`config.mk`:
```
export PLATFORM = sky130hd
export DESIGN_NAME = fcf_front_end
export DESIGN_NICKNAME = d
export VERILOG_FILES = /design/src/core/fcf_cmd_decode.v /design/src/core/fcf_buf_stepper.v /design/src/core/fcf_front_end.v
export VERILOG_INCLUDE_DIRS = /design/src /design/src/inc
export SDC_FILE = /design/constraint.sdc
export NUM_CORES = 1
export LEC_CHECK = 0
export ABC_AREA = 1
export BUFFER_PORTS_ARGS = -buffer_cell sky130_fd_sc_hd__clkbuf_2
export CAP_MARGIN = 20
export CORE_AREA = 2 2 106 108
export DETAILED_ROUTE_END_ITERATION = 8
export DIE_AREA = 0 0 108 110
export PLACE_DENSITY = 0.73
export REMOVE_ABC_BUFFERS = 1
export SYNTH_ARGS = -nofsm -noshare
export SYNTH_HDL_FRONTEND = slang
export SYNTH_SLANG_ARGS = --single-unit
```
`constraint.sdc`:
```
create_clock -name sys_clk -period 4.7 [get_ports sys_clk]
set_input_delay 0.235 -clock sys_clk [delete_from_list [all_inputs] [get_ports sys_clk]]
set_output_delay 0.235 -clock sys_clk [all_outputs]
set_load 0.1 [all_outputs]
```
`src/inc/fcf_defs.vh`:
```
`ifndef FCF_DEFS_VH
`define FCF_DEFS_VH

// Register offsets
`define FCF_A_START8 16'hF107
`define FCF_A_BUFSEL 16'hF200
`define FCF_A_CMD 16'hF220
`define FCF_A_SYSCFG 16'hF221
`define FCF_A_INTSTAT 16'hF241

// Field positions
`define FCF_F_PAGE 7:2
`define FCF_F_SECT 1:0
`define FCF_F_BSA 11:8
`define FCF_F_BSC 1:0
`define FCF_F_BSA_LO 1:0
`define FCF_F_BSA_HI 3:2
`define FCF_C_RM 15
`define FCF_C_LAT 14:12
`define FCF_C_BURST 11:9
`define FCF_C_ECC 8
`define FCF_C_WPOL 7
`define FCF_C_CPOL 6
`define FCF_C_OE 5
`define FCF_C_WT 4
`define FCF_C_HS 2
`define FCF_C_WM 1
`define FCF_C_BLS 0
`define FCF_I_FLAG 15

// Reset values and masks
`define FCF_ZERO16 16'h0000
`define FCF_SYSCFG_RST 16'h40C0
`define FCF_SYSCFG_WMASK 16'hFFF6
`define FCF_PAGE_RST 6'h00
`define FCF_SECT_RST 2'h0
`define FCF_BSA_RST 4'h0
`define FCF_BSC_RST 2'h0
`define FCF_BSC_FOUR 2'h0
`define FCF_CNT_FOUR 3'h4
`define FCF_CNT_ONE 3'h1
`define FCF_BOOT_LOCKED 1'b0
`define FCF_FLAG_READY 1'b1
`define FCF_RM_RST 1'b0
`define FCF_LAT_RST 3'h4
`define FCF_BURST_RST 3'h0

// Command codes
`define FCF_CMD_LOAD 16'h0000
`define FCF_CMD_LOAD_SPARE 16'h0013
`define FCF_CMD_PROG 16'h0080
`define FCF_CMD_PROG_SPARE 16'h001A
`define FCF_CMD_COPYBACK 16'h001B
`define FCF_CMD_UNLOCK 16'h0023
`define FCF_CMD_LOCK 16'h002A
`define FCF_CMD_LOCK_TIGHT 16'h002C
`define FCF_CMD_UNLOCK_ALL 16'h0027
`define FCF_CMD_ERASE_VFY 16'h0071
`define FCF_CMD_CACHE_RD 16'h000E
`define FCF_CMD_CACHE_FIN 16'h000C
`define FCF_CMD_BURST_BLK 16'h000A
`define FCF_CMD_ERASE 16'h0094
`define FCF_CMD_MERASE 16'h0095
`define FCF_CMD_SUSPEND 16'h00B0
`define FCF_CMD_RESUME 16'h0030
`define FCF_CMD_CORE_RST 16'h00F0
`define FCF_CMD_HOT_RST 16'h00F3
`define FCF_CMD_OTP 16'h0065

// Operation kinds handed to the array core
`define FCF_K_NONE 5'h00
`define FCF_K_LOAD 5'h01
`define FCF_K_LOAD_SPARE 5'h02
`define FCF_K_PROG 5'h03
`define FCF_K_PROG_SPARE 5'h04
`define FCF_K_COPYBACK 5'h05
`define FCF_K_UNLOCK 5'h06
`define FCF_K_LOCK 5'h07
`define FCF_K_LOCK_TIGHT 5'h08
`define FCF_K_UNLOCK_ALL 5'h09
`define FCF_K_ERASE_VFY 5'h0A
`define FCF_K_CACHE_RD 5'h0B
`define FCF_K_CACHE_FIN 5'h0C
`define FCF_K_BURST_BLK 5'h0D
`define FCF_K_ERASE 5'h0E
`define FCF_K_MERASE 5'h0F
`define FCF_K_SUSPEND 5'h10
`define FCF_K_RESUME 5'h11
`define FCF_K_CORE_RST 5'h12
`define FCF_K_HOT_RST 5'h13
`define FCF_K_OTP 5'h14

`endif

```
`src/core/fcf_cmd_decode.v`:
```
`timescale 1ns/1ns
`include "fcf_defs.vh"

module fcf_cmd_decode (
    // Command in
    input wire [15:0] cmd,
    // Decode out
    output reg known,
    output reg [4:0] kind,
    output reg busy_ok
);

always @* begin
    known = 1'b1;
    busy_ok = 1'b0;
    case (cmd)
        `FCF_CMD_LOAD: kind = `FCF_K_LOAD;
        `FCF_CMD_LOAD_SPARE: kind = `FCF_K_LOAD_SPARE;
        `FCF_CMD_PROG: kind = `FCF_K_PROG;
        `FCF_CMD_PROG_SPARE: kind = `FCF_K_PROG_SPARE;
        `FCF_CMD_COPYBACK: kind = `FCF_K_COPYBACK;
        `FCF_CMD_ERASE_VFY: kind = `FCF_K_ERASE_VFY;
        `FCF_CMD_UNLOCK: kind = `FCF_K_UNLOCK;
        `FCF_CMD_LOCK: kind = `FCF_K_LOCK;
        `FCF_CMD_LOCK_TIGHT: kind = `FCF_K_LOCK_TIGHT;
        `FCF_CMD_UNLOCK_ALL: kind = `FCF_K_UNLOCK_ALL;
        `FCF_CMD_CACHE_RD: kind = `FCF_K_CACHE_RD;
        `FCF_CMD_CACHE_FIN: kind = `FCF_K_CACHE_FIN;
        `FCF_CMD_BURST_BLK: kind = `FCF_K_BURST_BLK;
        `FCF_CMD_ERASE: kind = `FCF_K_ERASE;
        `FCF_CMD_MERASE: kind = `FCF_K_MERASE;
        `FCF_CMD_SUSPEND: kind = `FCF_K_SUSPEND;
        `FCF_CMD_RESUME: kind = `FCF_K_RESUME;
        `FCF_CMD_OTP: kind = `FCF_K_OTP;
        `FCF_CMD_CORE_RST: begin
            kind = `FCF_K_CORE_RST;
            busy_ok = 1'b1;
        end
        `FCF_CMD_HOT_RST: begin
            kind = `FCF_K_HOT_RST;
            busy_ok = 1'b1;
        end
        default: begin
            kind = `FCF_K_NONE;
            known = 1'b0;
        end
    endcase
end

endmodule // fcf_cmd_decode

```
`src/core/fcf_buf_stepper.v`:
```
`timescale 1ns/1ns
`include "fcf_defs.vh"

module fcf_buf_stepper (
    // Clock and reset
    input wire sys_clk,
    input wire clr,
    input wire ce,
    // Control
    input wire load,
    input wire [3:0] bsa_in,
    input wire [1:0] bsc_in,
    input wire step,
    // State out
    output reg [3:0] buf_addr_q,
    output reg [2:0] remain_q
);

always @(posedge sys_clk) begin
    if (clr) begin
        buf_addr_q <= `FCF_BSA_RST;
        remain_q <= 3'h0;
    end else if (ce) begin
        if (load) begin
            buf_addr_q <= bsa_in;
            remain_q <= (bsc_in == `FCF_BSC_FOUR) ? `FCF_CNT_FOUR : {1'b0, bsc_in};
        end else if (step && remain_q != 3'h0) begin
            // Low bits wrap inside the selected buffer, upper bits hold
            buf_addr_q[`FCF_F_BSA_LO] <= buf_addr_q[`FCF_F_BSA_LO] + 2'h1;
            remain_q <= remain_q - `FCF_CNT_ONE;
        end
    end
end

endmodule // fcf_buf_stepper

```
`src/core/fcf_front_end.v`:
```
// The implementer's own choice: the strobed register port.
`timescale 1ns/1ns
`include "fcf_defs.vh"

module fcf_front_end (
    // Clock and reset
    input wire sys_clk,
    input wire rst,
    input wire ce,
    // Register port
    input wire [15:0] reg_addr,
    input wire [15:0] reg_wr_data,
    input wire reg_wr,
    input wire reg_rd,
    output reg [15:0] reg_rd_data,
    // Array core requests
    output reg core_start,
    output reg core_reset,
    output reg [15:0] core_cmd,
    output reg [4:0] core_kind,
    output reg [5:0] core_page,
    output reg [1:0] core_sector,
    // Array core answers
    input wire core_done,
    input wire core_sector_step,
    // Transfer buffer position
    output wire [3:0] buf_addr,
    output wire [2:0] buf_remain,
    // Configuration to burst and correction logic
    output reg cfg_read_sync,
    output reg [2:0] cfg_latency,
    output reg [2:0] cfg_burst_size,
    output reg cfg_ecc_bypass,
    output reg cfg_wait_timing,
    output reg cfg_high_speed,
    output reg cfg_write_sync,
    // Wait level from burst logic
    input wire wait_ready,
    // Pins
    output reg int_pin_out,
    output reg int_pin_oe_n,
    output reg wait_pin_out,
    output reg wait_pin_oe_n,
    // Status
    output reg busy
);

////////////////////////////////////////////////////////////////////////
// States

// One-hot codes; any other pattern falls back to ready
localparam [1:0] ST_READY = 2'b01;
localparam [1:0] ST_BUSY = 2'b10;

reg [1:0] state_q;
reg [1:0] state_d;
reg flag_q;
reg flag_d;
reg [15:0] rd_d;
reg [5:0] page_q;
reg [1:0] sect_q;
reg [3:0] bsa_q;
reg [1:0] bsc_q;
reg [15:0] cmd_q;
reg [15:0] cfg_q;

wire dec_known;
wire [4:0] dec_kind;
wire dec_busy_ok;

////////////////////////////////////////////////////////////////////////
// Address decode

// Unmapped offsets match no select and are dropped
wire sel_start8 = reg_addr == `FCF_A_START8;
wire sel_bufsel = reg_addr == `FCF_A_BUFSEL;
wire sel_cmd = reg_addr == `FCF_A_CMD;
wire sel_syscfg = reg_addr == `FCF_A_SYSCFG;
wire sel_intstat = reg_addr == `FCF_A_INTSTAT;

wire cmd_wr = reg_wr && sel_cmd;
wire is_ready = state_q == ST_READY;
// Unknown codes are dropped so the core never sees an undefined kind
wire cmd_take = cmd_wr && dec_known && (is_ready || dec_busy_ok);
wire hot_rst = cmd_take && reg_wr_data == `FCF_CMD_HOT_RST;
wire core_rst_cmd = cmd_take && reg_wr_data == `FCF_CMD_CORE_RST;
wire op_start = cmd_take && !hot_rst && !core_rst_cmd;
// Hot reset shares the power-on clear path of the state, flag, address, command, config and buffer stepper registers; other output registers clear on rst only
wire clr = rst || hot_rst;

////////////////////////////////////////////////////////////////////////
// Command decoder

fcf_cmd_decode u_decode (
    .cmd(reg_wr_data),
    .known(dec_known),
    .kind(dec_kind),
    .busy_ok(dec_busy_ok)
);

////////////////////////////////////////////////////////////////////////
// Transfer buffer stepping

// Position reloads on every accepted operation other than core reset and hot reset, so no stale count carries over
fcf_buf_stepper u_stepper (
    .sys_clk(sys_clk),
    .clr(clr),
    .ce(ce),
    .load(op_start),
    .bsa_in(bsa_q),
    .bsc_in(bsc_q),
    .step(core_sector_step),
    .buf_addr_q(buf_addr),
    .remain_q(buf_remain)
);

////////////////////////////////////////////////////////////////////////
// Address registers

always @(posedge sys_clk) begin
    if (clr) begin
        page_q <= `FCF_PAGE_RST;
        sect_q <= `FCF_SECT_RST;
        bsa_q <= `FCF_BSA_RST;
        bsc_q <= `FCF_BSC_RST;
    end else if (ce) begin
        // Reserved bits are not stored, so they read back as zero
        if (reg_wr && sel_start8) begin
            page_q <= reg_wr_data[`FCF_F_PAGE];
            sect_q <= reg_wr_data[`FCF_F_SECT];
        end
        if (reg_wr && sel_bufsel) begin
            // Top bit boot or data, next data buffer, low bits sector
            bsa_q <= reg_wr_data[`FCF_F_BSA];
            bsc_q <= reg_wr_data[`FCF_F_BSC];
        end
    end
end

////////////////////////////////////////////////////////////////////////
// Command and configuration registers

always @(posedge sys_clk) begin
    if (clr) begin
        cmd_q <= `FCF_ZERO16;
        cfg_q <= `FCF_SYSCFG_RST;
    end else if (ce) begin
        if (cmd_take) begin
            cmd_q <= reg_wr_data;
        end
        if (reg_wr && sel_syscfg) begin
            // Read-only bits 3 and 0 never stored
            cfg_q <= reg_wr_data & `FCF_SYSCFG_WMASK;
        end
    end
end

////////////////////////////////////////////////////////////////////////
// Operation state

always @* begin
    state_d = state_q;
    case (state_q)
        ST_READY: begin
            if (cmd_take && !hot_rst) begin
                state_d = ST_BUSY;
            end
        end
        ST_BUSY: begin
            if (core_done) begin
                state_d = ST_READY;
            end
        end
        default: begin
            state_d = ST_READY;
        end
    endcase
    // Hot reset ends any running operation at once
    if (hot_rst) begin
        state_d = ST_READY;
    end
end

always @(posedge sys_clk) begin
    if (clr) begin
        state_q <= ST_READY;
    end else if (ce) begin
        state_q <= state_d;
    end
end

////////////////////////////////////////////////////////////////////////
// Completion flag

always @* begin
    flag_d = flag_q;
    // Completion outranks a clear in the same cycle
    if (state_q == ST_BUSY && core_done) begin
        flag_d = `FCF_FLAG_READY;
    end else if (cmd_take) begin
        flag_d = 1'b0;
    end else if (reg_wr && sel_intstat && !reg_wr_data[`FCF_I_FLAG]) begin
        flag_d = 1'b0;
    end
end

always @(posedge sys_clk) begin
    if (clr) begin
        flag_q <= `FCF_FLAG_READY;
    end else if (ce) begin
        flag_q <= flag_d;
    end
end

////////////////////////////////////////////////////////////////////////
// Requests to the array core
// Captured at accept so later host writes cannot disturb a running operation

always @(posedge sys_clk) begin
    if (rst) begin
        core_start <= 1'b0;
        core_reset <= 1'b0;
        core_cmd <= `FCF_ZERO16;
        core_kind <= `FCF_K_NONE;
        core_page <= `FCF_PAGE_RST;
        core_sector <= `FCF_SECT_RST;
    end else if (ce) begin
        core_start <= op_start;
        // Hot reset takes the array core back to its defaults too
        core_reset <= core_rst_cmd || hot_rst;
        if (cmd_take) begin
            core_cmd <= reg_wr_data;
            core_kind <= dec_kind;
            core_page <= page_q;
            core_sector <= sect_q;
        end
    end
end

////////////////////////////////////////////////////////////////////////
// Configuration outputs
// One cycle behind the register; burst logic samples them between transfers

always @(posedge sys_clk) begin
    if (rst) begin
        cfg_read_sync <= `FCF_RM_RST;
        cfg_latency <= `FCF_LAT_RST;
        cfg_burst_size <= `FCF_BURST_RST;
        cfg_ecc_bypass <= 1'b0;
        cfg_wait_timing <= 1'b0;
        cfg_high_speed <= 1'b0;
        cfg_write_sync <= 1'b0;
        busy <= 1'b0;
    end else if (ce) begin
        cfg_read_sync <= cfg_q[`FCF_C_RM];
        cfg_latency <= cfg_q[`FCF_C_LAT];
        cfg_burst_size <= cfg_q[`FCF_C_BURST];
        cfg_ecc_bypass <= cfg_q[`FCF_C_ECC];
        cfg_wait_timing <= cfg_q[`FCF_C_WT];
        cfg_high_speed <= cfg_q[`FCF_C_HS];
        cfg_write_sync <= cfg_q[`FCF_C_WM];
        // Busy comes from the next state so it rises as the flag falls
        busy <= state_d == ST_BUSY;
    end
end

////////////////////////////////////////////////////////////////////////
// Completion and wait pins

// Completion pin follows the flag, wait pin the wait level, one cycle late; a pin lag is harmless to the host
// Drive enable gates both pins, which stay undriven until it is set
always @(posedge sys_clk) begin
    if (rst) begin
        int_pin_out <= 1'b0;
        int_pin_oe_n <= 1'b1;
        wait_pin_out <= 1'b0;
        wait_pin_oe_n <= 1'b1;
    end else if (ce) begin
        int_pin_oe_n <= !cfg_q[`FCF_C_OE];
        wait_pin_oe_n <= !cfg_q[`FCF_C_OE];
        int_pin_out <= cfg_q[`FCF_C_CPOL] ? flag_q : !flag_q;
        wait_pin_out <= cfg_q[`FCF_C_WPOL] ? wait_ready : !wait_ready;
    end
end

////////////////////////////////////////////////////////////////////////
// Read port

always @* begin
    rd_d = `FCF_ZERO16;
    if (sel_start8) begin
        rd_d[`FCF_F_PAGE] = page_q;
        rd_d[`FCF_F_SECT] = sect_q;
    end
    if (sel_bufsel) begin
        rd_d[`FCF_F_BSA] = bsa_q;
        rd_d[`FCF_F_BSC] = bsc_q;
    end
    if (sel_cmd) begin
        rd_d = cmd_q;
    end
    if (sel_syscfg) begin
        rd_d = cfg_q;
        rd_d[`FCF_C_BLS] = `FCF_BOOT_LOCKED;
    end
    if (sel_intstat) begin
        rd_d[`FCF_I_FLAG] = flag_q;
    end
end

always @(posedge sys_clk) begin
    if (rst) begin
        reg_rd_data <= `FCF_ZERO16;
    end else if (ce) begin
        // Data stands one cycle only, zero between reads
        reg_rd_data <= reg_rd ? rd_d : `FCF_ZERO16;
    end
end

endmodule // fcf_front_end

```
==> impl_metrics.xml, run 1 <==
<?xml version="1.0" encoding="UTF-8"?>
<metrics>
  <group name="outcome">
    <metric name="status" unit="">finished, final reports clean</metric>
  </group>
  <group name="floorplan">
    <metric name="boundaryPins" unit="">110</metric>
    <metric name="die_y" unit="um">110</metric>
    <metric name="die_outline_width" unit="um">108</metric>
    <metric name="die_area" unit="um^2">11880</metric>
    <metric name="core_area" unit="um^2">10700</metric>
    <metric name="initial_core_utilization" unit="%">48.92</metric>
    <metric name="floorplan.rows" unit="">38</metric>
  </group>
  <group name="drt">
    <metric name="post-route-drc-count" unit="">0</metric>
    <metric name="postRouteAntennaNets" unit="">0</metric>
    <metric name="first_iter_violations" unit="">448</metric>
    <metric name="drt_pass1_iterations" unit="">7</metric>
    <metric name="drt-vias-per-instance" unit="">5.531</metric>
    <metric name="via_count_of_the_routed_design" unit="">5476</metric>
    <metric name="final_routed_wirelength" unit="mm">16.36</metric>
    <metric name="wl_per_cell" unit="um">16.52</metric>
  </group>
  <group name="sta">
    <metric name="hold_viol_final" unit="">0</metric>
    <metric name="final_worst_path_period_share" unit="%">59.82</metric>
    <metric name="finalWorstPathRequiredPeriod" unit="ns">2.812</metric>
    <metric name="worst_pin_slew" unit="ns">0.8508</metric>
    <metric name="timing.final.setup_violations" unit="">0</metric>
    <metric name="maxClockFrequency" unit="MHz">355.7</metric>
    <metric name="timing.slew.headroom" unit="%">43.28</metric>
    <metric name="drv_slew" unit="">0</metric>
    <metric name="rsz0062_at_grt" unit="">false</metric>
    <metric name="fin_skew" unit="ns">0.006154</metric>
    <metric name="timing.setup.tns" unit="ns">0</metric>
    <metric name="timing.hold.ws" unit="ns">0.009988</metric>
    <metric name="setup_slack" unit="ns">1.888</metric>
  </group>
  <group name="synth">
    <metric name="avgSynthCellArea" unit="um^2">7.111</metric>
    <metric name="yosysSeqAreaShare" unit="%">44.37</metric>
    <metric name="post_synth_main_area_contributors" unit="">sky130_fd_sc_hd__dfxtp_1 44%, sky130_fd_sc_hd__nand2_1 12%, sky130_fd_sc_hd__a21oi_1 8.2%, sky130_fd_sc_hd__nor2_1 6.0%, sky130_fd_sc_hd__nand3_1 4.8%</metric>
    <metric name="synth_largest_type_area_fraction" unit="%">44.37</metric>
    <metric name="postSynthRegisterBits" unit="">116</metric>
    <metric name="synthDistinctLibCells" unit="">43</metric>
    <metric name="synth_warnings" unit="">0</metric>
    <metric name="post-synth-top-count-cell" unit="">sky130_fd_sc_hd__nand2_1</metric>
    <metric name="synth-edff-count" unit="">0</metric>
    <metric name="synth_common_cells" unit="">169 x sky130_fd_sc_hd__nand2_1, 116 x sky130_fd_sc_hd__dfxtp_1, 86 x sky130_fd_sc_hd__a21oi_1, 84 x sky130_fd_sc_hd__nor2_1, 63 x sky130_fd_sc_hd__inv_1</metric>
    <metric name="synth_top_cell_by_area" unit="">sky130_fd_sc_hd__dfxtp_1</metric>
    <metric name="synth.cell_area" unit="um^2">5234</metric>
    <metric name="async_reset_ff_share" unit="%">0</metric>
    <metric name="postSynthCellCount" unit="">736</metric>
    <metric name="synthFlopType" unit="">sky130_fd_sc_hd__dfxtp_1</metric>
  </group>
  <group name="critical_path">
    <metric name="cpPeakStageDelay" unit="ns">0.53</metric>
    <metric name="critical_path.cell_chain" unit="">dlygate4sd3_1 -&gt; clkbuf_2 -&gt; nor2_1 -&gt; nand2_1 -&gt; nor2_1 -&gt; buf_4 -&gt; nand3_1 -&gt; nand2_1 -&gt; nand2_2 -&gt; nor2_4 -&gt; nand3_1 -&gt; nand2_2 -&gt; buf_4 -&gt; a21oi_1 -&gt; o21a_1</metric>
    <metric name="critPathLaunchType" unit="">primary input</metric>
    <metric name="largest_fanout_on_the_critical_path" unit="">32</metric>
    <metric name="critPathSlowestCell" unit="">sky130_fd_sc_hd__dlygate4sd3_1</metric>
    <metric name="worst_ep_required_time" unit="ns">5.12</metric>
    <metric name="critical_path.endpoint_type" unit="">register</metric>
    <metric name="critical_path_class" unit="">in2reg</metric>
    <metric name="critical_path_arrival" unit="ns">3.23</metric>
  </group>
  <group name="clocking">
    <metric name="clock_sink_count" unit="">116</metric>
    <metric name="tritoncts_clock_tree" unit="">done</metric>
    <metric name="clockRootBuffer" unit="">sky130_fd_sc_hd__clkbuf_8</metric>
    <metric name="cts_max_path_buffers" unit="">2</metric>
    <metric name="post_cts_resized" unit="">0</metric>
    <metric name="clk-insertion-delay-late" unit="ns">0.53</metric>
    <metric name="clkSlewWorstSetupHoldPaths" unit="ns">0.06</metric>
    <metric name="cts_inserted_buffers" unit="">17</metric>
    <metric name="h-tree-depth" unit="">4</metric>
  </group>
  <group name="placement">
    <metric name="port-buffer-count" unit="">109</metric>
    <metric name="post_dp_area" unit="um^2">5837</metric>
    <metric name="dp_hpwl" unit="mm">11.28</metric>
    <metric name="numPlacedInstances" unit="">956</metric>
    <metric name="placement.setup.worst_slack" unit="ns">1.937</metric>
    <metric name="gp_congestion" unit="">0.8646</metric>
  </group>
  <group name="pwr">
    <metric name="irDropWorstVdd" unit="V">0.0002259</metric>
    <metric name="power.density" unit="nW/um^2">371.1</metric>
    <metric name="static-leakage-power" unit="nW">2.757</metric>
    <metric name="report.power.total" unit="mW">2.389</metric>
  </group>
  <group name="final_layout">
    <metric name="final-instance-count-excl-fill" unit="">990</metric>
    <metric name="antenna-diode-count" unit="">0</metric>
    <metric name="num-nets-final" unit="">883</metric>
    <metric name="layout.cell_area.non_filler" unit="um^2">6436</metric>
    <metric name="syn_to_final_growth" unit="%">22.97</metric>
    <metric name="fin_util" unit="%">60.16</metric>
    <metric name="drive_above_1_share" unit="%">19.88</metric>
  </group>
  <group name="global_routing">
    <metric name="grt_start_max_net_pins" unit="">40</metric>
    <metric name="grt_pass1_vias" unit="">5105</metric>
    <metric name="grt_remaining_overflow" unit="">0</metric>
    <metric name="grt_pass1_wl" unit="mm">25.93</metric>
    <metric name="grt_use_total" unit="%">28.33</metric>
    <metric name="antenna_found_initial" unit="">0</metric>
  </group>
  <group name="worst_hold_path">
    <metric name="worst_hold_class" unit="">in2reg</metric>
  </group>
  <group name="run">
    <metric name="timing.max_cap.violations" unit="">0</metric>
  </group>
</metrics>
[kinds of logic after synthesis]
| group | synth area share [%] |
|---|---|
| buffers and inverters | 8.415 |
| AOI/OAI and AO/OA | 17.38 |
| adders and majority gates | 0.9563 |
| and+or+nand+nor | 28.38 |
| DFF | 44.37 |
| xor gates and xnor gates | 0.5021 |
[layout by cell type, fill, tap and decap left out, types with 5 or more instances in the layout]
cell type                   count
sky130_fd_sc_hd__inv_2          7
sky130_fd_sc_hd__nand4_1        9
sky130_fd_sc_hd__buf_4          7
sky130_fd_sc_hd__inv_1         63
sky130_fd_sc_hd__clkbuf_2     109
sky130_fd_sc_hd__o211ai_1      15
sky130_fd_sc_hd__o21ai_1        5
sky130_fd_sc_hd__clkinv_2       5
sky130_fd_sc_hd__a21oi_1       86
sky130_fd_sc_hd__o21ai_0       40
sky130_fd_sc_hd__dfxtp_1      116
sky130_fd_sc_hd__clkbuf_16     16
sky130_fd_sc_hd__nor2_1        84
sky130_fd_sc_hd__nor3_1         5
sky130_fd_sc_hd__nand3_1       50
sky130_fd_sc_hd__nand2_1      169
[power by group]
part / switching, mW / leakage, nW / internal (mW)
Sequential: 0.00409 / 0.937 / 0.991
Combinational: 0.131 / 1.55 / 0.0353
Clock: 0.456 / 0.272 / 0.771
Total: 0.592 / 2.76 / 1.80
[final timing paths]
check	slack [ns]	end	startpoint	depth (start not counted)
worst max register to register	2.41	u_stepper.buf_addr_q[3]	state_q[1]	11
worst max-delay path	1.89	u_stepper.buf_addr_q[3]	reg_wr_data[12]	15
worst min-delay path	0.01	bsa_q[0]	reg_wr_data[8]	3
worst min register to register	0.44	core_cmd[12]	core_cmd[12]	2
[registers in the layout, summed over array words and instances (netlist names), 2 cells and up]
register / flops
cfg_latency: 3
core_cmd: 16
reg_rd_data: 16
cfg_q: 14
cmd_q: 16
core_sector: 2
u_stepper.remain_q: 3
page_q: 6
u_stepper.buf_addr_q: 4
state_q: 2
sect_q: 2
core_kind: 5
bsa_q: 4
core_page: 6
bsc_q: 2
cfg_burst_size: 3
[worst max-delay path: cells and delay by family]
| family | cells | cell delay (ns) |
|---|---|---|
| AO/OA/AOI/OAI | 2 | 0.16 |
| buffers and inverters | 4 | 1.23 |
| AND/OR/NAND/NOR | 9 | 1.58 |
[per-layer routing]
layer / up-vias / track usage [%] / part of all wire, %
met5: - / 0 / 0
met1: 2544 / 36.11 / 44
met4: 0 / 13.92 / 3.1
met3: 51 / 6.173 / 6.8
li1: 2650 / - / -
met2: 231 / 45.64 / 46
[final cells by class]
cell class / instances / area [um^2]
clock buffers: 20 / 445.4
clock inverters: 10 / 108.9
inverters: 72 / 270.3
repair buffers: 120 / 643.1
flip-flops and latches: 116 / 2322
multi-input cells: 512 / 2471
fillers: 1018 / 4262
well taps: 140 / 175.2
[what timing repair did]
action,CTS,global route
endpoints found under the setup margin,0,0
hold buffers,3,0
setup buffers,0,0
endpoints found under the hold margin,4,0
Power figures use the tool's default switching activity.
==> inputs of run 2 (changes only) <==
==> constraint.sdc (replaced) <==
create_clock -name sys_clk -period 2.93 [get_ports sys_clk]
set_input_delay 0.1465 -clock sys_clk [delete_from_list [all_inputs] [get_ports sys_clk]]
set_output_delay 0.1465 -clock sys_clk [all_outputs]
set_load 0.1 [all_outputs]
==> impl_metrics.xml, run 2 (same netlist as run 1, synthesis figures left out) <==
<?xml version="1.0" encoding="UTF-8"?>
<metrics>
  <group name="outcome">
    <metric name="status" unit="">finished, final reports clean</metric>
  </group>
  <group name="sta">
    <metric name="maxClockFrequency" unit="MHz">431.3</metric>
    <metric name="timing.final.setup_violations" unit="">0</metric>
    <metric name="finalWorstPathRequiredPeriod" unit="ns">2.318</metric>
    <metric name="timing.slew.headroom" unit="%">58.95</metric>
    <metric name="rsz0062_at_grt" unit="">false</metric>
    <metric name="drv_slew" unit="">0</metric>
    <metric name="fin_skew" unit="ns">0.01007</metric>
    <metric name="timing.setup.tns" unit="ns">0</metric>
    <metric name="final_worst_path_period_share" unit="%">79.13</metric>
    <metric name="worst_pin_slew" unit="ns">0.6120</metric>
    <metric name="timing.hold.ws" unit="ns">0.03114</metric>
    <metric name="hold_viol_final" unit="">0</metric>
  </group>
  <group name="global_routing">
    <metric name="grt_remaining_overflow" unit="">0</metric>
    <metric name="grtUsageMet1" unit="%">34.72</metric>
    <metric name="grtUsageMet3" unit="%">7.172</metric>
    <metric name="grt_pass1_wl" unit="mm">25.09</metric>
    <metric name="grt_pass1_vias" unit="">5116</metric>
    <metric name="grt_use_total" unit="%">27.37</metric>
    <metric name="use_met2" unit="%">45.33</metric>
    <metric name="grt_start_max_net_pins" unit="">39</metric>
    <metric name="antenna_found_initial" unit="">0</metric>
    <metric name="grt.busiest_layer" unit="">met2</metric>
  </group>
  <group name="drt">
    <metric name="final_routed_wirelength" unit="mm">15.72</metric>
    <metric name="first_iter_violations" unit="">525</metric>
    <metric name="post-route-drc-count" unit="">0</metric>
    <metric name="drt_pass1_iterations" unit="">5</metric>
    <metric name="wl_per_cell" unit="um">15.56</metric>
    <metric name="via_count_of_the_routed_design" unit="">5493</metric>
    <metric name="postRouteAntennaNets" unit="">0</metric>
    <metric name="drt-vias-per-instance" unit="">5.439</metric>
  </group>
  <group name="pwr">
    <metric name="cellInternalPower" unit="mW">2.905</metric>
    <metric name="clock_power_share" unit="%">50.9</metric>
    <metric name="total_switching_power" unit="mW">0.9242</metric>
    <metric name="pwr-share-comb" unit="%">7.4</metric>
    <metric name="irDropWorstVdd" unit="V">0.0003459</metric>
    <metric name="power.share.switching" unit="%">24.14</metric>
    <metric name="static-leakage-power" unit="nW">2.837</metric>
    <metric name="power.sequential.fraction" unit="%">41.7</metric>
    <metric name="power.density" unit="nW/um^2">580.2</metric>
  </group>
  <group name="floorplan">
    <metric name="die_y" unit="um">110</metric>
    <metric name="die_area" unit="um^2">11880</metric>
    <metric name="die_outline_width" unit="um">108</metric>
    <metric name="floorplan.rows" unit="">38</metric>
    <metric name="initial_core_utilization" unit="%">48.92</metric>
    <metric name="boundaryPins" unit="">110</metric>
    <metric name="core_area" unit="um^2">10700</metric>
  </group>
  <group name="critical_path">
    <metric name="critical_path.endpoint_type" unit="">register</metric>
    <metric name="critPathLaunchType" unit="">primary input</metric>
    <metric name="worst_reg_to_reg_setup_slack" unit="ns">0.98</metric>
    <metric name="cpPeakStageDelay" unit="ns">0.53</metric>
    <metric name="critical_path_class" unit="">in2reg</metric>
    <metric name="critPathSlowestCell" unit="">sky130_fd_sc_hd__dlygate4sd3_1</metric>
    <metric name="critical_path_arrival" unit="ns">2.78</metric>
    <metric name="critical_path.cell_chain" unit="">dlygate4sd3_1 -&gt; clkbuf_2 -&gt; nand2_1 -&gt; inv_2 -&gt; nand2_1 -&gt; nand2_1 -&gt; nand3_1 -&gt; nand3_1 -&gt; nor2_1 -&gt; nand3_2 -&gt; nand2_4 -&gt; inv_2 -&gt; nand2_1 -&gt; buf_4 -&gt; nand2_1 -&gt; a21oi_1</metric>
    <metric name="timing.rr.start" unit="">state_q[1]</metric>
    <metric name="worst_ep_required_time" unit="ns">3.39</metric>
    <metric name="worst_r2r_endpoint" unit="">cmd_q[5]</metric>
    <metric name="cp_common_cell" unit="">sky130_fd_sc_hd__nand2_1</metric>
    <metric name="timing.reg2reg.worst_path_depth" unit="">12</metric>
    <metric name="largest_fanout_on_the_critical_path" unit="">25</metric>
  </group>
  <group name="final_layout">
    <metric name="drive_above_1_share" unit="%">20.11</metric>
    <metric name="nFillCells" unit="">995</metric>
    <metric name="num-nets-final" unit="">901</metric>
    <metric name="fin_util" unit="%">61.68</metric>
    <metric name="final-instance-count-excl-fill" unit="">1010</metric>
    <metric name="biggestRegsByFlops" unit="">cmd_q: 16 flops, core_cmd: 16 flops, reg_rd_data: 16 flops</metric>
    <metric name="layout.cells.most_common" unit="">sky130_fd_sc_hd__nand2_1</metric>
    <metric name="syn_to_final_growth" unit="%">26.08</metric>
    <metric name="antenna-diode-count" unit="">0</metric>
    <metric name="mostFrequentLayoutCells" unit="">169 x sky130_fd_sc_hd__nand2_1, 116 x sky130_fd_sc_hd__dfxtp_1, 109 x sky130_fd_sc_hd__clkbuf_2, 86 x sky130_fd_sc_hd__a21oi_1, 84 x sky130_fd_sc_hd__nor2_1</metric>
  </group>
  <group name="clocking">
    <metric name="h-tree-depth" unit="">4</metric>
    <metric name="clkSlewWorstSetupHoldPaths" unit="ns">0.05</metric>
    <metric name="clk-insertion-delay-late" unit="ns">0.53</metric>
    <metric name="cts_inserted_buffers" unit="">17</metric>
    <metric name="cts_max_path_buffers" unit="">2</metric>
    <metric name="clockRootBuffer" unit="">sky130_fd_sc_hd__clkbuf_8</metric>
    <metric name="clock_sink_count" unit="">116</metric>
    <metric name="tritoncts_clock_tree" unit="">done</metric>
    <metric name="cts_post_setup_buffers_inserted" unit="">0</metric>
  </group>
  <group name="worst_hold_path">
    <metric name="whs_path_depth" unit="">3</metric>
    <metric name="holdPathEnd" unit="">cfg_q[4]</metric>
    <metric name="worst_hold_class" unit="">in2reg</metric>
    <metric name="hp-start" unit="">reg_wr_data[4]</metric>
  </group>
  <group name="placement">
    <metric name="gp_congestion" unit="">0.9117</metric>
    <metric name="dp_hpwl" unit="mm">11.13</metric>
    <metric name="port-buffer-count" unit="">109</metric>
    <metric name="numPlacedInstances" unit="">963</metric>
  </group>
  <group name="run">
    <metric name="timing.max_cap.violations" unit="">0</metric>
  </group>
</metrics>
run 2: changes by cell type in the layout (fill, tap and decap cells not counted):
cell	before	now
sky130_fd_sc_hd__clkinvlp_4	2	1
sky130_fd_sc_hd__clkinv_2	5	6
sky130_fd_sc_hd__dlygate4sd3_1	3	15
sky130_fd_sc_hd__buf_4	7	14
sky130_fd_sc_hd__buf_8	1	0
sky130_fd_sc_hd__clkbuf_1	1	3
run 2: final cells by class:
class / count / area [um^2] / area share [%]
clock buffers: 22 / 452.9 / 6.864
clock inverters: 10 / 106.4 / 1.612
repair buffers: 138 / 800.8 / 12.13
flip-flops and latches: 116 / 2322 / 35.19
multi-input cells: 512 / 2471 / 37.45
well taps: 140 / 175.2 / 2.655
inverters: 72 / 270.3 / 4.096
run 2: per-stage QoR:
stage	area (um^2)	setup WS, ns	power, mW
2_1_floorplan	5064	0.4377	1.786
3_3_place_gp	5889	0.4830	1.888
3_5_place_dp	5889	0.4425	1.893
4_1_cts	6599	0.6678	3.837
5_1_grt	6599	0.3977	3.944
6_report	6599	0.6115	3.829
run 2: worst max path at each step:
stage                         start               endpoint  cells after the start
floorplan           reg_wr_data[14]  u_stepper.remain_q[2]                     12
global placement       reg_addr[15]         reg_rd_data[3]                     13
detailed placement     reg_addr[11]         reg_rd_data[3]                     13
CTS                  reg_wr_data[0]               cmd_q[7]                     16
global route        reg_wr_data[10]             state_q[0]                     15
finish               reg_wr_data[0]               cmd_q[5]                     16
run 2: power by group through the flow:
stage | logic, mW | clock network, mW | registers (mW)
finish | 0.284 | 1.95 | 1.60
detailed placement | 0.263 | 0 | 1.63
CTS | 0.280 | 1.96 | 1.60
global route | 0.305 | 2.04 | 1.60
global placement | 0.260 | 0 | 1.63
floorplan | 0.0798 | 0 | 1.71
run 2: metal layers:
| metal | part of all wire (%) | vias to the layer above | wire length [um] |
|---|---|---|---|
| met1 | 42 | 2537 | 6555 |
| met5 | 0 | - | 0 |
| li1 | - | 2671 | - |
| met2 | 47 | 248 | 7398 |
| met3 | 9.0 | 37 | 1417 |
| met4 | 2.2 | 0 | 343 |
run 2: what timing repair did:
item                      4_1_cts  5_1_grt
hold buffers                   15        0
gates resized for setup         0        0
hold endpoints to repair       26        0
run 2: critical path, delay by kind of cell:
kind	cells	cell delay, ns
buffers and inverters	5	1.14
AND/OR/NAND/NOR	10	1.34
AO/OA/AOI/OAI	1	0.14
==> inputs of run 3 (changes only) <==
==> constraint.sdc (replaced) <==
create_clock -name sys_clk -period 2.3 [get_ports sys_clk]
set_input_delay 0.115 -clock sys_clk [delete_from_list [all_inputs] [get_ports sys_clk]]
set_output_delay 0.115 -clock sys_clk [all_outputs]
set_load 0.1 [all_outputs]
==> impl_metrics.xml, run 3 (same netlist as run 1, synthesis figures left out) <==
<?xml version="1.0" encoding="UTF-8"?>
<metrics>
  <group name="final_layout">
    <metric name="layout.cells.most_common" unit="">sky130_fd_sc_hd__nand2_1</metric>
    <metric name="drive_above_1_share" unit="%">21.52</metric>
    <metric name="nFillCells" unit="">975</metric>
    <metric name="mostFrequentLayoutCells" unit="">168 x sky130_fd_sc_hd__nand2_1, 116 x sky130_fd_sc_hd__dfxtp_1, 109 x sky130_fd_sc_hd__clkbuf_2, 86 x sky130_fd_sc_hd__a21oi_1, 82 x sky130_fd_sc_hd__nor2_1</metric>
    <metric name="biggestRegsByFlops" unit="">cmd_q: 16 flops, core_cmd: 16 flops, reg_rd_data: 16 flops</metric>
    <metric name="num-nets-final" unit="">914</metric>
    <metric name="syn_to_final_growth" unit="%">29.84</metric>
    <metric name="final-instance-count-excl-fill" unit="">1023</metric>
    <metric name="antenna-diode-count" unit="">0</metric>
    <metric name="layout.cell_area.non_filler" unit="um^2">6795</metric>
  </group>
  <group name="critical_path">
    <metric name="critical_path.endpoint_type" unit="">register</metric>
    <metric name="worst_r2r_endpoint" unit="">u_stepper.remain_q[2]</metric>
    <metric name="critPathLaunchType" unit="">primary input</metric>
    <metric name="critical_path_class" unit="">in2reg</metric>
    <metric name="cpPeakStageDelay" unit="ns">0.53</metric>
    <metric name="timing.rr.start" unit="">state_q[0]</metric>
    <metric name="critical_path.cell_chain" unit="">dlygate4sd3_1 -&gt; clkbuf_2 -&gt; nor2_1 -&gt; nand2_1 -&gt; nor2_2 -&gt; buf_6 -&gt; nand3b_1 -&gt; nand2_1 -&gt; nor2_1 -&gt; nand3_2 -&gt; nand2_4 -&gt; nor2_8 -&gt; nand2_2 -&gt; nand2_2 -&gt; inv_2 -&gt; nor2_1 -&gt; nor2_1</metric>
    <metric name="largest_fanout_on_the_critical_path" unit="">18</metric>
    <metric name="worst_ep_required_time" unit="ns">2.72</metric>
    <metric name="critPathSlowestCell" unit="">sky130_fd_sc_hd__dlygate4sd3_1</metric>
    <metric name="cp_common_cell" unit="">sky130_fd_sc_hd__nor2_1</metric>
    <metric name="worst_reg_to_reg_setup_slack" unit="ns">0.53</metric>
    <metric name="critical_path_arrival" unit="ns">2.55</metric>
    <metric name="timing.reg2reg.worst_path_depth" unit="">12</metric>
  </group>
  <group name="clocking">
    <metric name="clk-insertion-delay-late" unit="ns">0.53</metric>
    <metric name="cts_inserted_buffers" unit="">17</metric>
    <metric name="clockRootBuffer" unit="">sky130_fd_sc_hd__clkbuf_8</metric>
    <metric name="cts_max_path_buffers" unit="">2</metric>
    <metric name="clock_sink_count" unit="">116</metric>
    <metric name="h-tree-depth" unit="">4</metric>
    <metric name="clkSlewWorstSetupHoldPaths" unit="ns">0.06</metric>
    <metric name="cts_post_setup_buffers_inserted" unit="">0</metric>
    <metric name="tritoncts_clock_tree" unit="">done</metric>
  </group>
  <group name="worst_hold_path">
    <metric name="whs_path_depth" unit="">4</metric>
    <metric name="hp-start" unit="">reg_wr</metric>
    <metric name="worst_hold_class" unit="">in2reg</metric>
    <metric name="holdPathEnd" unit="">flag_q</metric>
  </group>
  <group name="drt">
    <metric name="drt_pass1_iterations" unit="">5</metric>
    <metric name="first_iter_violations" unit="">422</metric>
    <metric name="wl_per_cell" unit="um">16.25</metric>
    <metric name="drt-vias-per-instance" unit="">5.454</metric>
    <metric name="final_routed_wirelength" unit="mm">16.62</metric>
    <metric name="via_count_of_the_routed_design" unit="">5579</metric>
    <metric name="post-route-drc-count" unit="">0</metric>
    <metric name="postRouteAntennaNets" unit="">0</metric>
  </group>
  <group name="placement">
    <metric name="gp_congestion" unit="">0.8595</metric>
    <metric name="port-buffer-count" unit="">109</metric>
    <metric name="dp_hpwl" unit="mm">11.99</metric>
    <metric name="post_dp_area" unit="um^2">6007</metric>
    <metric name="numPlacedInstances" unit="">972</metric>
  </group>
  <group name="global_routing">
    <metric name="antenna_found_initial" unit="">0</metric>
    <metric name="grt_use_total" unit="%">28.90</metric>
    <metric name="grt_start_max_net_pins" unit="">39</metric>
    <metric name="grt_pass1_wl" unit="mm">26.21</metric>
    <metric name="grt_remaining_overflow" unit="">0</metric>
    <metric name="grt_pass1_vias" unit="">5217</metric>
  </group>
  <group name="floorplan">
    <metric name="die_outline_width" unit="um">108</metric>
    <metric name="initial_core_utilization" unit="%">48.92</metric>
    <metric name="floorplan.rows" unit="">38</metric>
    <metric name="core_area" unit="um^2">10700</metric>
    <metric name="boundaryPins" unit="">110</metric>
    <metric name="die_y" unit="um">110</metric>
    <metric name="die_area" unit="um^2">11880</metric>
  </group>
  <group name="sta">
    <metric name="hold_viol_final" unit="">0</metric>
    <metric name="timing.final.setup_violations" unit="">0</metric>
    <metric name="drv_slew" unit="">0</metric>
    <metric name="timing.slew.headroom" unit="%">59.70</metric>
    <metric name="worst_pin_slew" unit="ns">0.6022</metric>
    <metric name="maxClockFrequency" unit="MHz">468.8</metric>
    <metric name="rsz0062_at_grt" unit="">false</metric>
    <metric name="fin_skew" unit="ns">0.005920</metric>
    <metric name="final_worst_path_period_share" unit="%">92.74</metric>
    <metric name="timing.setup.tns" unit="ns">0</metric>
    <metric name="finalWorstPathRequiredPeriod" unit="ns">2.133</metric>
  </group>
  <group name="pwr">
    <metric name="power.density" unit="nW/um^2">737.9</metric>
    <metric name="irDropWorstVdd" unit="V">0.0004944</metric>
    <metric name="report.power.total" unit="mW">5.014</metric>
    <metric name="static-leakage-power" unit="nW">2.925</metric>
  </group>
  <group name="outcome">
    <metric name="status" unit="">finished, final reports clean</metric>
  </group>
  <group name="run">
    <metric name="timing.max_cap.violations" unit="">0</metric>
  </group>
</metrics>
==> run 3: cell types whose count changed in the layout (fill, tap and decap cells not counted), sizes merged <==
cell         previous run  this run
dlygate4sd3            15        19
clkinv                  9         8
inv                    70        76
clkbuf                131       126
buf                    14        23
==> run 3: repair_timing <==
item,4_1_cts,5_1_grt
gates resized for setup,0,4
endpoints found under the hold margin,31,0
endpoints found under the setup margin,0,29
hold buffers,19,0
==> run 3: power breakdown <==
group	leakage (nW)	switching (mW)	internal, mW
Combinational	1.70	0.274	0.101
Clock	0.285	1.04	1.57
Sequential	0.937	0.00852	2.02
Total	2.93	1.32	3.70
==> run 3: critical path: cells and delay by family <==
family / cells / cell delay (ns)
AND/OR/NAND/NOR: 13 / 1.51
buffers and inverters: 4 / 0.93
==> run 3: worst max path at each step <==
stage	from	slack, ns	to	cells after the start
detailed placement	reg_wr_data[12]	0.11	u_stepper.buf_addr_q[0]	16
global placement	reg_wr_data[12]	0.13	core_cmd[7]	14
floorplan	reg_wr_data[14]	-0.16	u_stepper.remain_q[2]	12
finish	reg_wr_data[12]	0.17	u_stepper.remain_q[2]	17
global route	reg_wr_data[12]	0.01	u_stepper.buf_addr_q[1]	16
CTS	reg_wr_data[12]	0.09	core_cmd[6]	15
==> run 3: metal layers <==
layer | global-route usage (%) | part of all wire [%] | vias to the layer above
met4 | 10.53 | 2.6 | 0
met5 | 0 | 0 | -
li1 | - | - | 2710
met1 | 37.91 | 44 | 2610
met2 | 46.77 | 47 | 220
met3 | 6.702 | 6.6 | 39
==> run 3: layout make-up <==
cell class	count	area, um^2	area share [%]
tap	140	175.2	2.578
timing repair buffer	151	962.2	14.16
clock inverter	15	172.7	2.541
clock buffer	17	414.1	6.095
sequential	116	2322	34.17
inverter	72	270.3	3.977
multi-input combinational	512	2479	36.48
==> run 3: through the flow <==
stage	worst slack, ns	utilization [%]	hold slack (ns)
6_report	0.1669	63.52	0.05418
4_1_cts	0.09135	63.42	0.03088
3_3_place_gp	0.1281	56.15	0.3981
3_5_place_dp	0.1086	56.15	0.3880
2_1_floorplan	-0.1608	-	0.1841
5_1_grt	0.01388	63.52	0.06384
